--- src/ddr2_lp_pkg.sv ---
// constants and types shared by the memory-side and controller-side ends
// Functional notes
// - async cke drop invalidates stored contents
// - controller waits delay before stopping clocks
// - stable clocks, then full reinit steps
// - clock change only in precharge powerdown (controller does not check for open rows)
// - two cycles after cke low before change
// - odt and cke held low during change
// - stable new clocks before powerdown exit
// - dll reset via extended mode set
// - optional mode set for new frequency
// - odt off through dll relock wait
// - bursts always run to completion
// - cs low, others high decodes nop
// - nop leaves running burst untouched
// - controller issues nop when idle
// - cs high is deselect, like nop
// - powerdown entry/exit on cke with nop
// - idle banks precharge powerdown, dll off
package ddr2_lp_pkg;
    localparam int unsigned CLK_PERIOD_NS    = 10;
    localparam int unsigned DELAY_NS         = 20;
    localparam int unsigned DELAY_CYC        =
        (DELAY_NS + CLK_PERIOD_NS - 1) / CLK_PERIOD_NS;
    localparam int unsigned FREQ_WAIT_CYC    = 2;
    localparam int unsigned INIT_FIRST_STEP  = 4;
    localparam int unsigned INIT_LAST_STEP   = 13;
    localparam int unsigned INIT_STEPS       =
        INIT_LAST_STEP - INIT_FIRST_STEP + 1;
    localparam int unsigned DLL_LOCK_CYC     = 200;
    localparam int unsigned BURST_LEN_BEATS  = 4;
    localparam int unsigned CLK_STABLE_CYC   = 4;
    localparam int unsigned CNT_W            = 16;

    // command codes on {ras_n, cas_n, we_n}
    typedef enum logic [2:0] {
        CMD_MRS  = 3'h0,
        CMD_REF  = 3'h1,
        CMD_PRE  = 3'h2,
        CMD_ACT  = 3'h3,
        CMD_WR   = 3'h4,
        CMD_RD   = 3'h5,
        CMD_BST  = 3'h6,
        CMD_NOP  = 3'h7
    } cmd_type;

    localparam logic [1:0] BA_MRS  = 2'h0;
    localparam logic [1:0] BA_EMRS = 2'h1;
    localparam int unsigned DLL_RESET_BIT = 8;

    // returns true for nop or deselect
    function automatic logic is_idle_cmd(input logic cs_n,
                                         input logic [2:0] rcw);
        return cs_n || (rcw == 3'h7);
    endfunction : is_idle_cmd
endpackage : ddr2_lp_pkg

--- src/ddr2_cmd_if.sv ---
// command and clock link between controller and memory
`timescale 1ns/1ps
interface ddr2_cmd_if;
    logic       clk_run;
    logic       cke;
    logic       odt;
    logic       cs_n;
    logic       ras_n;
    logic       cas_n;
    logic       we_n;
    logic [1:0] ba;
    logic [13:0] addr;

    modport ctrl (output clk_run, cke, odt, cs_n, ras_n, cas_n, we_n,
                  ba, addr);
    modport mem  (input  clk_run, cke, odt, cs_n, ras_n, cas_n, we_n,
                  ba, addr);
endinterface : ddr2_cmd_if

--- src/ddr2_ctrl_end.sv ---
// controller-side power-down, clock change and recovery sequencer
`timescale 1ns/1ps
module ddr2_ctrl_end
    import ddr2_lp_pkg::*;
#(
    parameter int unsigned DLL_LOCK = DLL_LOCK_CYC
) (
    input  wire logic        clk,
    input  wire logic        reset_n,
    ddr2_cmd_if.ctrl         link,
    input  wire logic        req_valid,
    output logic             req_ready,
    input  wire logic [2:0]  req_cmd,
    input  wire logic [13:0] req_addr,
    input  wire logic        freq_change_req,
    input  wire logic        need_mrs,
    input  wire logic        cke_fail,
    output logic             freq_clk_stop,
    output logic             busy
);
    // the shared down-counter must hold the whole lock wait
    initial begin
        if (DLL_LOCK < 1 || DLL_LOCK >= (1 << CNT_W))
            $error("dll lock count out of range");
    end

    typedef enum logic [3:0] {
        ST_RUN     = 4'h0,
        ST_PD      = 4'h1,
        ST_FWAIT   = 4'h2,
        ST_FCHG    = 4'h3,
        ST_STABLE  = 4'h4,
        ST_EMRS    = 4'h5,
        ST_MRS     = 4'h6,
        ST_LOCK    = 4'h7,
        ST_ADELAY  = 4'h8,
        ST_AREST   = 4'h9,
        ST_INIT    = 4'ha
    } state_type;

    // sequence state and one shared down-counter
    state_type   st_q, st_d;
    logic [CNT_W-1:0] cnt_q, cnt_d;
    logic [7:0]  burst_q;
    // registered pin drive and its next value
    logic        cke_q, odt_q, csn_q, clk_q;
    logic [2:0]  rcw_q;
    logic [1:0]  ba_q;
    logic [13:0] addr_q;
    logic        cke_d, odt_d, csn_d, clk_d;
    logic [2:0]  rcw_d;
    logic [1:0]  ba_d;
    logic [13:0] addr_d;

    wire cnt_zero = cnt_q == '0;
    wire burst_on = burst_q != 8'h0;
    // a read or write opens a burst that nothing may cut short
    wire burst_req = req_cmd == CMD_RD || req_cmd == CMD_WR;
    // no commands during bursts or sequences; reads wait for relock
    wire take = st_q == ST_RUN && req_valid && !burst_on
                && !freq_change_req && !cke_fail;

    // next-state and pin drive
    always_comb begin
        // hold levels, run the clock and drive nop unless told otherwise
        st_d   = st_q;
        cnt_d  = cnt_zero ? cnt_q : cnt_q - 1'b1;
        cke_d  = cke_q;
        odt_d  = odt_q;
        clk_d  = 1'b1;
        csn_d  = 1'b0;
        rcw_d  = CMD_NOP;
        ba_d   = 2'h0;
        addr_d = 14'h0;
        case (st_q)
            // normal running: failure first, then clock change, then work
            ST_RUN: begin
                if (cke_fail) begin
                    cke_d = 1'b0;
                    odt_d = 1'b0;  // no termination while clocks may stop
                    st_d  = ST_ADELAY;
                    cnt_d = CNT_W'(DELAY_CYC);
                end else if (freq_change_req && !burst_on) begin
                    cke_d = 1'b0;
                    odt_d = 1'b0;
                    st_d  = ST_FWAIT;
                    cnt_d = CNT_W'(FREQ_WAIT_CYC);
                end else begin
                    odt_d = 1'b1;  // termination on only in normal running
                    if (take) begin
                        rcw_d  = req_cmd;
                        addr_d = req_addr;
                    end
                end
            end
            // let cke low settle before the clock may change
            ST_FWAIT: if (cnt_zero) st_d = ST_FCHG;
            // clock held still while the frequency moves
            ST_FCHG: begin
                clk_d = 1'b0;  // cke and odt stay low
                if (!freq_change_req) begin
                    st_d  = ST_STABLE;
                    cnt_d = CNT_W'(CLK_STABLE_CYC);
                end
            end
            // new clock runs a while before cke returns
            ST_STABLE: if (cnt_zero) begin
                cke_d = 1'b1;
                st_d  = ST_EMRS;
            end
            // dll reset on the first command after exit
            ST_EMRS: begin
                rcw_d  = CMD_MRS;
                ba_d   = BA_EMRS;
                addr_d = 14'h1 << DLL_RESET_BIT;
                st_d   = need_mrs ? ST_MRS : ST_LOCK;
                cnt_d  = CNT_W'(DLL_LOCK);
            end
            // optional mode set for the new rate
            ST_MRS: begin
                rcw_d = CMD_MRS;
                ba_d  = BA_MRS;
                addr_d = req_addr;
                st_d  = ST_LOCK;
            end
            // dll relock wait, odt kept off and reads held back
            ST_LOCK: if (cnt_zero) st_d = ST_RUN;
            // wait out the delay before clocks stop after cke loss
            ST_ADELAY: begin
                if (cnt_zero) begin
                    clk_d = 1'b0;
                    if (!cke_fail) begin
                        st_d  = ST_AREST;
                        cnt_d = CNT_W'(CLK_STABLE_CYC);
                    end
                end
            end
            // clocks back and stable before cke rises again
            ST_AREST: if (cnt_zero) begin
                cke_d = 1'b1;
                st_d  = ST_INIT;
                cnt_d = CNT_W'(INIT_STEPS);
            end
            // re-initialisation commands, then a full relock
            ST_INIT: begin
                if (!cnt_zero) begin
                    rcw_d = CMD_MRS;
                    ba_d  = cnt_q[1:0];
                end else begin
                    st_d  = ST_LOCK;
                    cnt_d = CNT_W'(DLL_LOCK);
                end
            end
            default: st_d = ST_RUN;
        endcase
    end

    // state and output flops
    always_ff @(posedge clk or negedge reset_n) begin
        if (!reset_n) begin
            st_q   <= ST_RUN;
            cnt_q  <= '0;
            cke_q  <= 1'b1;
            odt_q  <= 1'b0;
            clk_q  <= 1'b1;
            csn_q  <= 1'b1;
            rcw_q  <= CMD_NOP;
            ba_q   <= 2'h0;
            addr_q <= 14'h0;
        end else begin
            st_q   <= st_d;
            cnt_q  <= cnt_d;
            cke_q  <= cke_d;
            odt_q  <= odt_d;
            clk_q  <= clk_d;
            csn_q  <= csn_d;
            rcw_q  <= rcw_d;
            ba_q   <= ba_d;
            addr_q <= addr_d;
        end
    end

    // burst tracking so nothing is issued mid-burst
    // the count runs one cycle ahead of the memory's own
    always_ff @(posedge clk or negedge reset_n) begin
        if (!reset_n)
            burst_q <= 8'h0;
        else if (take && burst_req)
            burst_q <= 8'(BURST_LEN_BEATS);
        else if (burst_on)
            burst_q <= burst_q - 8'h1;
    end

    // link pins come straight from flops
    assign link.clk_run = clk_q;
    assign link.cke     = cke_q;
    assign link.odt     = odt_q;
    assign link.cs_n    = csn_q;
    assign link.ras_n   = rcw_q[2];
    assign link.cas_n   = rcw_q[1];
    assign link.we_n    = rcw_q[0];
    assign link.ba      = ba_q;
    assign link.addr    = addr_q;

    // status decoded from state; handshake is take, from state, req_valid, burst count, freq_change_req and cke_fail
    assign req_ready    = take;
    assign freq_clk_stop = st_q == ST_FCHG;
    assign busy         = st_q != ST_RUN;
endmodule : ddr2_ctrl_end

--- src/flat_wrapper.sv ---
// flat-port wrapper written by rule: the top's interface ports become plain ports
module ddr2_ctrl_end_flat import ddr2_lp_pkg::*;
#(
    parameter int unsigned DLL_LOCK = DLL_LOCK_CYC
)
  (clk, reset_n, req_valid, req_ready, req_cmd, req_addr, freq_change_req, need_mrs, cke_fail, freq_clk_stop, busy, link_clk_run, link_cke, link_odt, link_cs_n, link_ras_n, link_cas_n, link_we_n, link_ba, link_addr);
  ddr2_cmd_if link_i ();
  input  wire logic clk;
  input  wire logic reset_n;
  input  wire logic req_valid;
  output logic req_ready;
  input  wire logic [2:0] req_cmd;
  input  wire logic [13:0] req_addr;
  input  wire logic freq_change_req;
  input  wire logic need_mrs;
  input  wire logic cke_fail;
  output logic freq_clk_stop;
  output logic busy;
  output wire logic [$bits(link_i.clk_run)-1:0] link_clk_run;
  output wire logic [$bits(link_i.cke)-1:0] link_cke;
  output wire logic [$bits(link_i.odt)-1:0] link_odt;
  output wire logic [$bits(link_i.cs_n)-1:0] link_cs_n;
  output wire logic [$bits(link_i.ras_n)-1:0] link_ras_n;
  output wire logic [$bits(link_i.cas_n)-1:0] link_cas_n;
  output wire logic [$bits(link_i.we_n)-1:0] link_we_n;
  output wire logic [$bits(link_i.ba)-1:0] link_ba;
  output wire logic [$bits(link_i.addr)-1:0] link_addr;
  assign link_clk_run = link_i.clk_run;
  assign link_cke = link_i.cke;
  assign link_odt = link_i.odt;
  assign link_cs_n = link_i.cs_n;
  assign link_ras_n = link_i.ras_n;
  assign link_cas_n = link_i.cas_n;
  assign link_we_n = link_i.we_n;
  assign link_ba = link_i.ba;
  assign link_addr = link_i.addr;
  ddr2_ctrl_end #(.DLL_LOCK(DLL_LOCK)) u_core (.clk(clk), .reset_n(reset_n), .link(link_i), .req_valid(req_valid), .req_ready(req_ready), .req_cmd(req_cmd), .req_addr(req_addr), .freq_change_req(freq_change_req), .need_mrs(need_mrs), .cke_fail(cke_fail), .freq_clk_stop(freq_clk_stop), .busy(busy));
endmodule
--- config.mk ---
export PLATFORM = sky130hd
export DESIGN_NAME = ddr2_ctrl_end_flat
export DESIGN_NICKNAME = d
export VERILOG_FILES = /design/src/ddr2_lp_pkg.sv /design/src/ddr2_cmd_if.sv /design/src/ddr2_ctrl_end.sv /design/src/flat_wrapper.sv
export SDC_FILE = /design/constraint.sdc
export NUM_CORES = 1
export LEC_CHECK = 0
export BUFFER_PORTS_ARGS = -buffer_cell sky130_fd_sc_hd__buf_2
export CAP_MARGIN = 5
export CORE_ASPECT_RATIO = 1.4
export CORE_MARGIN = 2
export CORE_UTILIZATION = 40
export DETAILED_ROUTE_END_ITERATION = 10
export PLACE_DENSITY = 0.59
export SETUP_SLACK_MARGIN = 0.1
export SYNTH_ARGS = -nofsm -noshare
export SYNTH_HDL_FRONTEND = slang
export SYNTH_SLANG_ARGS = --single-unit
--- constraint.sdc ---
create_clock -name clk -period 4.21 [get_ports clk]
set_clock_uncertainty 0.1 [all_clocks]
set_input_delay 1.263 -clock clk [delete_from_list [all_inputs] [get_ports clk]]
set_output_delay 1.263 -clock clk [all_outputs]
set_load 0.05 [all_outputs]
## After elaboration in Yosys (flattened, before gate mapping)

Index checks and enable logic that the tools add are counted.
Widths: inputs -> output; s select.

- Flip-flop bits (word level): 51
- Bits in latches: 0
- Bits in writable memories: 0
- ROM bits: 0
- Input port bits: 23
- Output and inout port bits: 26
- Word-level logic and storage cells: 95
- Memories: 0

- $add $sub $neg: 2
- Multipliers: 0
- Divide/modulo/power cells: 0
- Order comparisons: 0
- Equal/unequal tests: 21
- Shift-type cells: 0
- Mux-type cells: 42
- Bitwise logic cells: 0
- Reduce and logical (&&, ||, !) cells: 20

Operators with widths:

| kind | count |
|---|---|
| $mux 16 | 8 |
| $pmux 16 s6 | 1 |
| $mux 14 | 3 |
| $pmux 14 s3 | 1 |
| $mux 4 | 10 |
| $pmux 4 s10 | 1 |
| $eq 4x3->1 const B | 4 |
| $logic_not 16->1 | 1 |
| $mux 8 | 2 |
| $sub 16x1->16 const B | 1 |
| $ne 2x1->1 const B | 7 |
| $eq 4x4->1 const B | 3 |
| $mux 3 | 4 |
| $pmux 3 s3 | 1 |
| $reduce_and 9->1 | 1 |
| $eq 4x2->1 const B | 2 |
| $reduce_bool 8->1 | 1 |
| $sub 8x1->8 const B | 1 |
| $mux 1 | 7 |
| $eq 3x3->1 const B | 2 |
| $logic_and 1x1->1 | 6 |
| $logic_not 4->1 | 1 |
| $ne 2x2->1 const B | 2 |
| $pmux 1 s2 | 2 |
| 9 further kinds | 13 |

## Depth between registers and ports, before layout

- Depth in word-level cells: 9
- Gate-level depth with buffers: 12
- Gate-level depth less buffers: 10

## Worst setup path after synthesis

No wires, ideal clock.

- Kind: input -> output
- From: in freq_change_req
- To: out req_ready
- Data arrival time: 2402 ps
- Required time: 2847 ps
- Path slack: 445 ps
- Stages: 4
- Path buffers: 1
- Cells stage by stage: clkbuf_1 nor2_1 nand4_1 nor2_1

- Word-level cells in the longest chain between the ends: 3

Ends and longest elaborated chain:

| item | line | source |
|---|---|---|
| start, declared | flat_wrapper.sv:14 | `input wire logic freq_change_req;` |
| $logic_not 1->1 | ddr2_ctrl_end.sv:61 | `&& !freq_change_req && !cke_fail;` |
| $logic_and 1x1->1 (2 in series) | ddr2_ctrl_end.sv:61 |  |
| end, declared | flat_wrapper.sv:11 | `output logic req_ready;` |

Every way passes these cells.

## Worst setup path after layout

- From: in cke_fail
- To: out req_ready

- Word-level cells in the longest chain between the ends: 2

Ends and longest elaborated chain:

| item | line | source |
|---|---|---|
| start, declared | flat_wrapper.sv:16 | `input wire logic cke_fail;` |
| $logic_not 1->1 | ddr2_ctrl_end.sv:61 |  |
| $logic_and 1x1->1 | ddr2_ctrl_end.sv:61 |  |

Every way passes these cells.

==> results_dict.tcl <==
set metrics [dict create \
    status "completed" \
    clk_pin_slew_worst_paths_ns 0.09 \
    worstHoldPathType "flop to flop" \
    track_usage_pct 17.9 \
    synthCells 297 \
    crit_arrival_ns 2.09 \
    power_density_mw_per_mm2 746 \
    crit_slowest_cell "buf_2" \
    core_area_mm2 0.00685 \
    post-route-period-util_pct 82.0 \
    yosys_warnings 0 \
    routed_wirelength_um 6250 \
    worst_r2r_startpoint "u_core.cnt_q[0]" \
    wire_per_inst_um 14.2 \
    die_w_um 74.5 \
    hold_buffers 0 \
    worstSetupStartpoint "cke_fail" \
    dp_hpwl_um 4590 \
    r2r_setup_slack_ns 1.23 \
    hold_viol_final 0 \
    final_max_slew_viol_count 0 \
    cts_buffer_depth 2 \
    required_ns 2.85 \
    htreeDepth 2 \
    die_area_mm2 0.00766 \
    endpoint "req_ready" \
    postCtsSetupRepairBufs 0 \
    setup_viol 0 \
    cts_tree "built" \
    timing.setup.tns_ns 0 \
    antenna_found_initial 0 \
    first_iter_violations 56 \
    worstPathMaxFanout 8 \
    rr_worst_depth 10 \
    grt_pass1_wl_um 10600 \
    vias 2303 \
    cp-end-kind "primary output" \
    yosys.area.top_type "dfrtp_1" \
    detail-route-antenna-nets 0 \
    grt_pass1_vias 2318 \
    cts.repair.resized 0 \
    rr_endpoint "u_core.cnt_q[0]" \
    final_net_count 372 \
    dp_slack_ns 0.757 \
    grt_max_degree 30 \
    via_per_inst 5.25 \
    fmax_ghz 0.290 \
    syn_avg_cell_area_um2 9.38 \
    maxSlewHeadroom_pct 52.9 \
    grt_overflow 0 \
    worst_pin_slew_ns 0.699 \
    cts.sinks 51 \
    rows 36 \
    min_period_ns 3.45 \
    yosysMostFrequentCell "dfrtp_1" \
    die_h_um 103 \
    netlist_area_mm2 0.00279 \
    synth_common_cells "dfrtp_1 (45), nor2_1 (30), nand2_1 (23)" \
    gp_congestion 0.842 \
    yosysSeqAreaShare_pct 46.1 \
    initial_core_util_pct 40.7 \
    synthArstFlopShare_pct 100 \
    p_leak_nw 1.53 \
    worstPathCellList "buf_2, nor2_1, nand4_1, nor2_1, buf_2" \
    final_layout_size_suffix_gt1_share_pct 23.5 \
    synth_cell_types 55 \
    slowest_delay_ns 0.28 \
    cts_buffers 5 \
    cts-root-buf "clkbuf_8" \
    clock_latency_ns 0.31 \
    rsz0062_at_grt "no" \
    synth-seq-cells 51 \
    fin_ws_ns 0.758 \
    io_buffers 48 \
    drv_cap 0 \
    diodes 0 \
    synth.net_count 326 \
    ir_drop_mv 0.308 \
    firstDrtPassIters 4 \
    synthFlopType "dfrtp_1" \
    crit_type "primary input to primary output" \
    synth-edff-count 0 \
    drc 0 \
    synth_area_leaders "dfrtp_1 (40%), dfstp_2 (5.7%), xor2_1 (4.1%)" \
    cp-start-kind "primary input" \
    yosysTopAreaCellShare_pct 40.4 \
    area_growth_syn_to_layout_pct 16.2 \
    io_pins 49 \
]
## worst min path at each step
| stage | from | endpoint | slack (ns) | depth (start not counted) |
|---|---|---|---|---|
| after global routing | u_core.burst_q[4] | u_core.burst_q[4] | 0.43 | 1 |
| after detailed placement | u_core.link.cke | u_core.link.cke | 0.37 | 2 |
| after floorplan | u_core.burst_q[4] | u_core.burst_q[4] | 0.36 | 1 |
| final | u_core.link.cke | u_core.link.cke | 0.38 | 2 |
| after global placement | u_core.link.cke | u_core.link.cke | 0.37 | 2 |
| after CTS | u_core.link.cke | u_core.link.cke | 0.39 | 2 |
## critical path, delay by kind of cell
kind / cells / cell delay, ns
buffers and inverters: 2 / 0.44
and+or+nand+nor: 3 / 0.38
## per-stage QoR
step / power, mW / instance area (µm²) / util, % / instances / hold slack, ns
final: 2.42 / 3240 / 47.3 / 439 / 0.383
after global routing: 2.62 / 3240 / 47.3 / 439 / 0.427
after detailed placement: 2.06 / 3120 / 45.6 / 431 / 0.372
after floorplan: 1.79 / 2790 / - / 297 / 0.358
after global placement: 2.05 / 3120 / 45.6 / 431 / 0.372
after CTS: 2.43 / 3240 / 47.3 / 439 / 0.393
## layout by cell type, fill, tap and decap left out, drive strengths merged, types with 4 or more instances in the layout
| master | n |
|---|---|
| buf | 55 |
| dfrtp | 45 |
| nor2 | 32 |
| nand2 | 23 |
| o21ai | 15 |
| and2 | 15 |
| nand3 | 13 |
| xor2 | 13 |
| nand2b | 12 |
| a21oi | 11 |
| inv | 9 |
| nor3 | 8 |
| nor2b | 6 |
| o31ai | 6 |
| ha | 6 |
| clkbuf | 6 |
| dfstp | 6 |
| nor4 | 4 |
| a211o | 4 |
| xnor2 | 4 |
## routing by layer
layer  global-route usage [%]  wire length, µm  vias up  part of all wire (%)
met3                     3.42              256       13                   4.1
li1                         -                -     1126                     -
met5                        0                0        -                     0
met2                     30.3             3190       56                    51
met1                     21.8             2620     1108                    42
met4                     8.10              190        0                   3.0
## report_power, final
group	switching [mW]	total (mW)	leakage, nW	internal (mW)
Sequential	0.116	0.772	0.655	0.656
Clock	0.171	0.363	0.0612	0.193
Combinational	0.822	1.28	0.818	0.459
Total	1.11	2.42	1.53	1.31
## cell families after synthesis
kind of cell               synth area share, %
buffers and inverters                     4.00
AOI/OAI and AO/OA                         13.3
and+or+nand+nor                           27.7
adders and majority gates                 3.05
other                                    0.135
DFF                                       46.1
xor gates and xnor gates                  5.35
muxes                                    0.359
## final cells by class
type	instances	area, µm²
Clock buffer	6	82.6
Clock inverter	2	35.0
Fill cell	700	3610
Inverter	9	33.8
Multi-Input combinational cell	221	1390
Sequential cell	51	1280
Tap cell	95	119
Timing Repair Buffer	55	293
## registers in the layout (all words and copies together) (netlist names)
name                 count
u_core.cnt_q            16
u_core.link.addr        14
u_core.burst_q           8
u_core.st_q              4
u_core.rcw_q             3
u_core.link.ba           2
u_core.link.cke          1
u_core.link.clk_run      1
u_core.link.cs_n         1
u_core.link.odt          1
(Power assumes the default switching activity.)
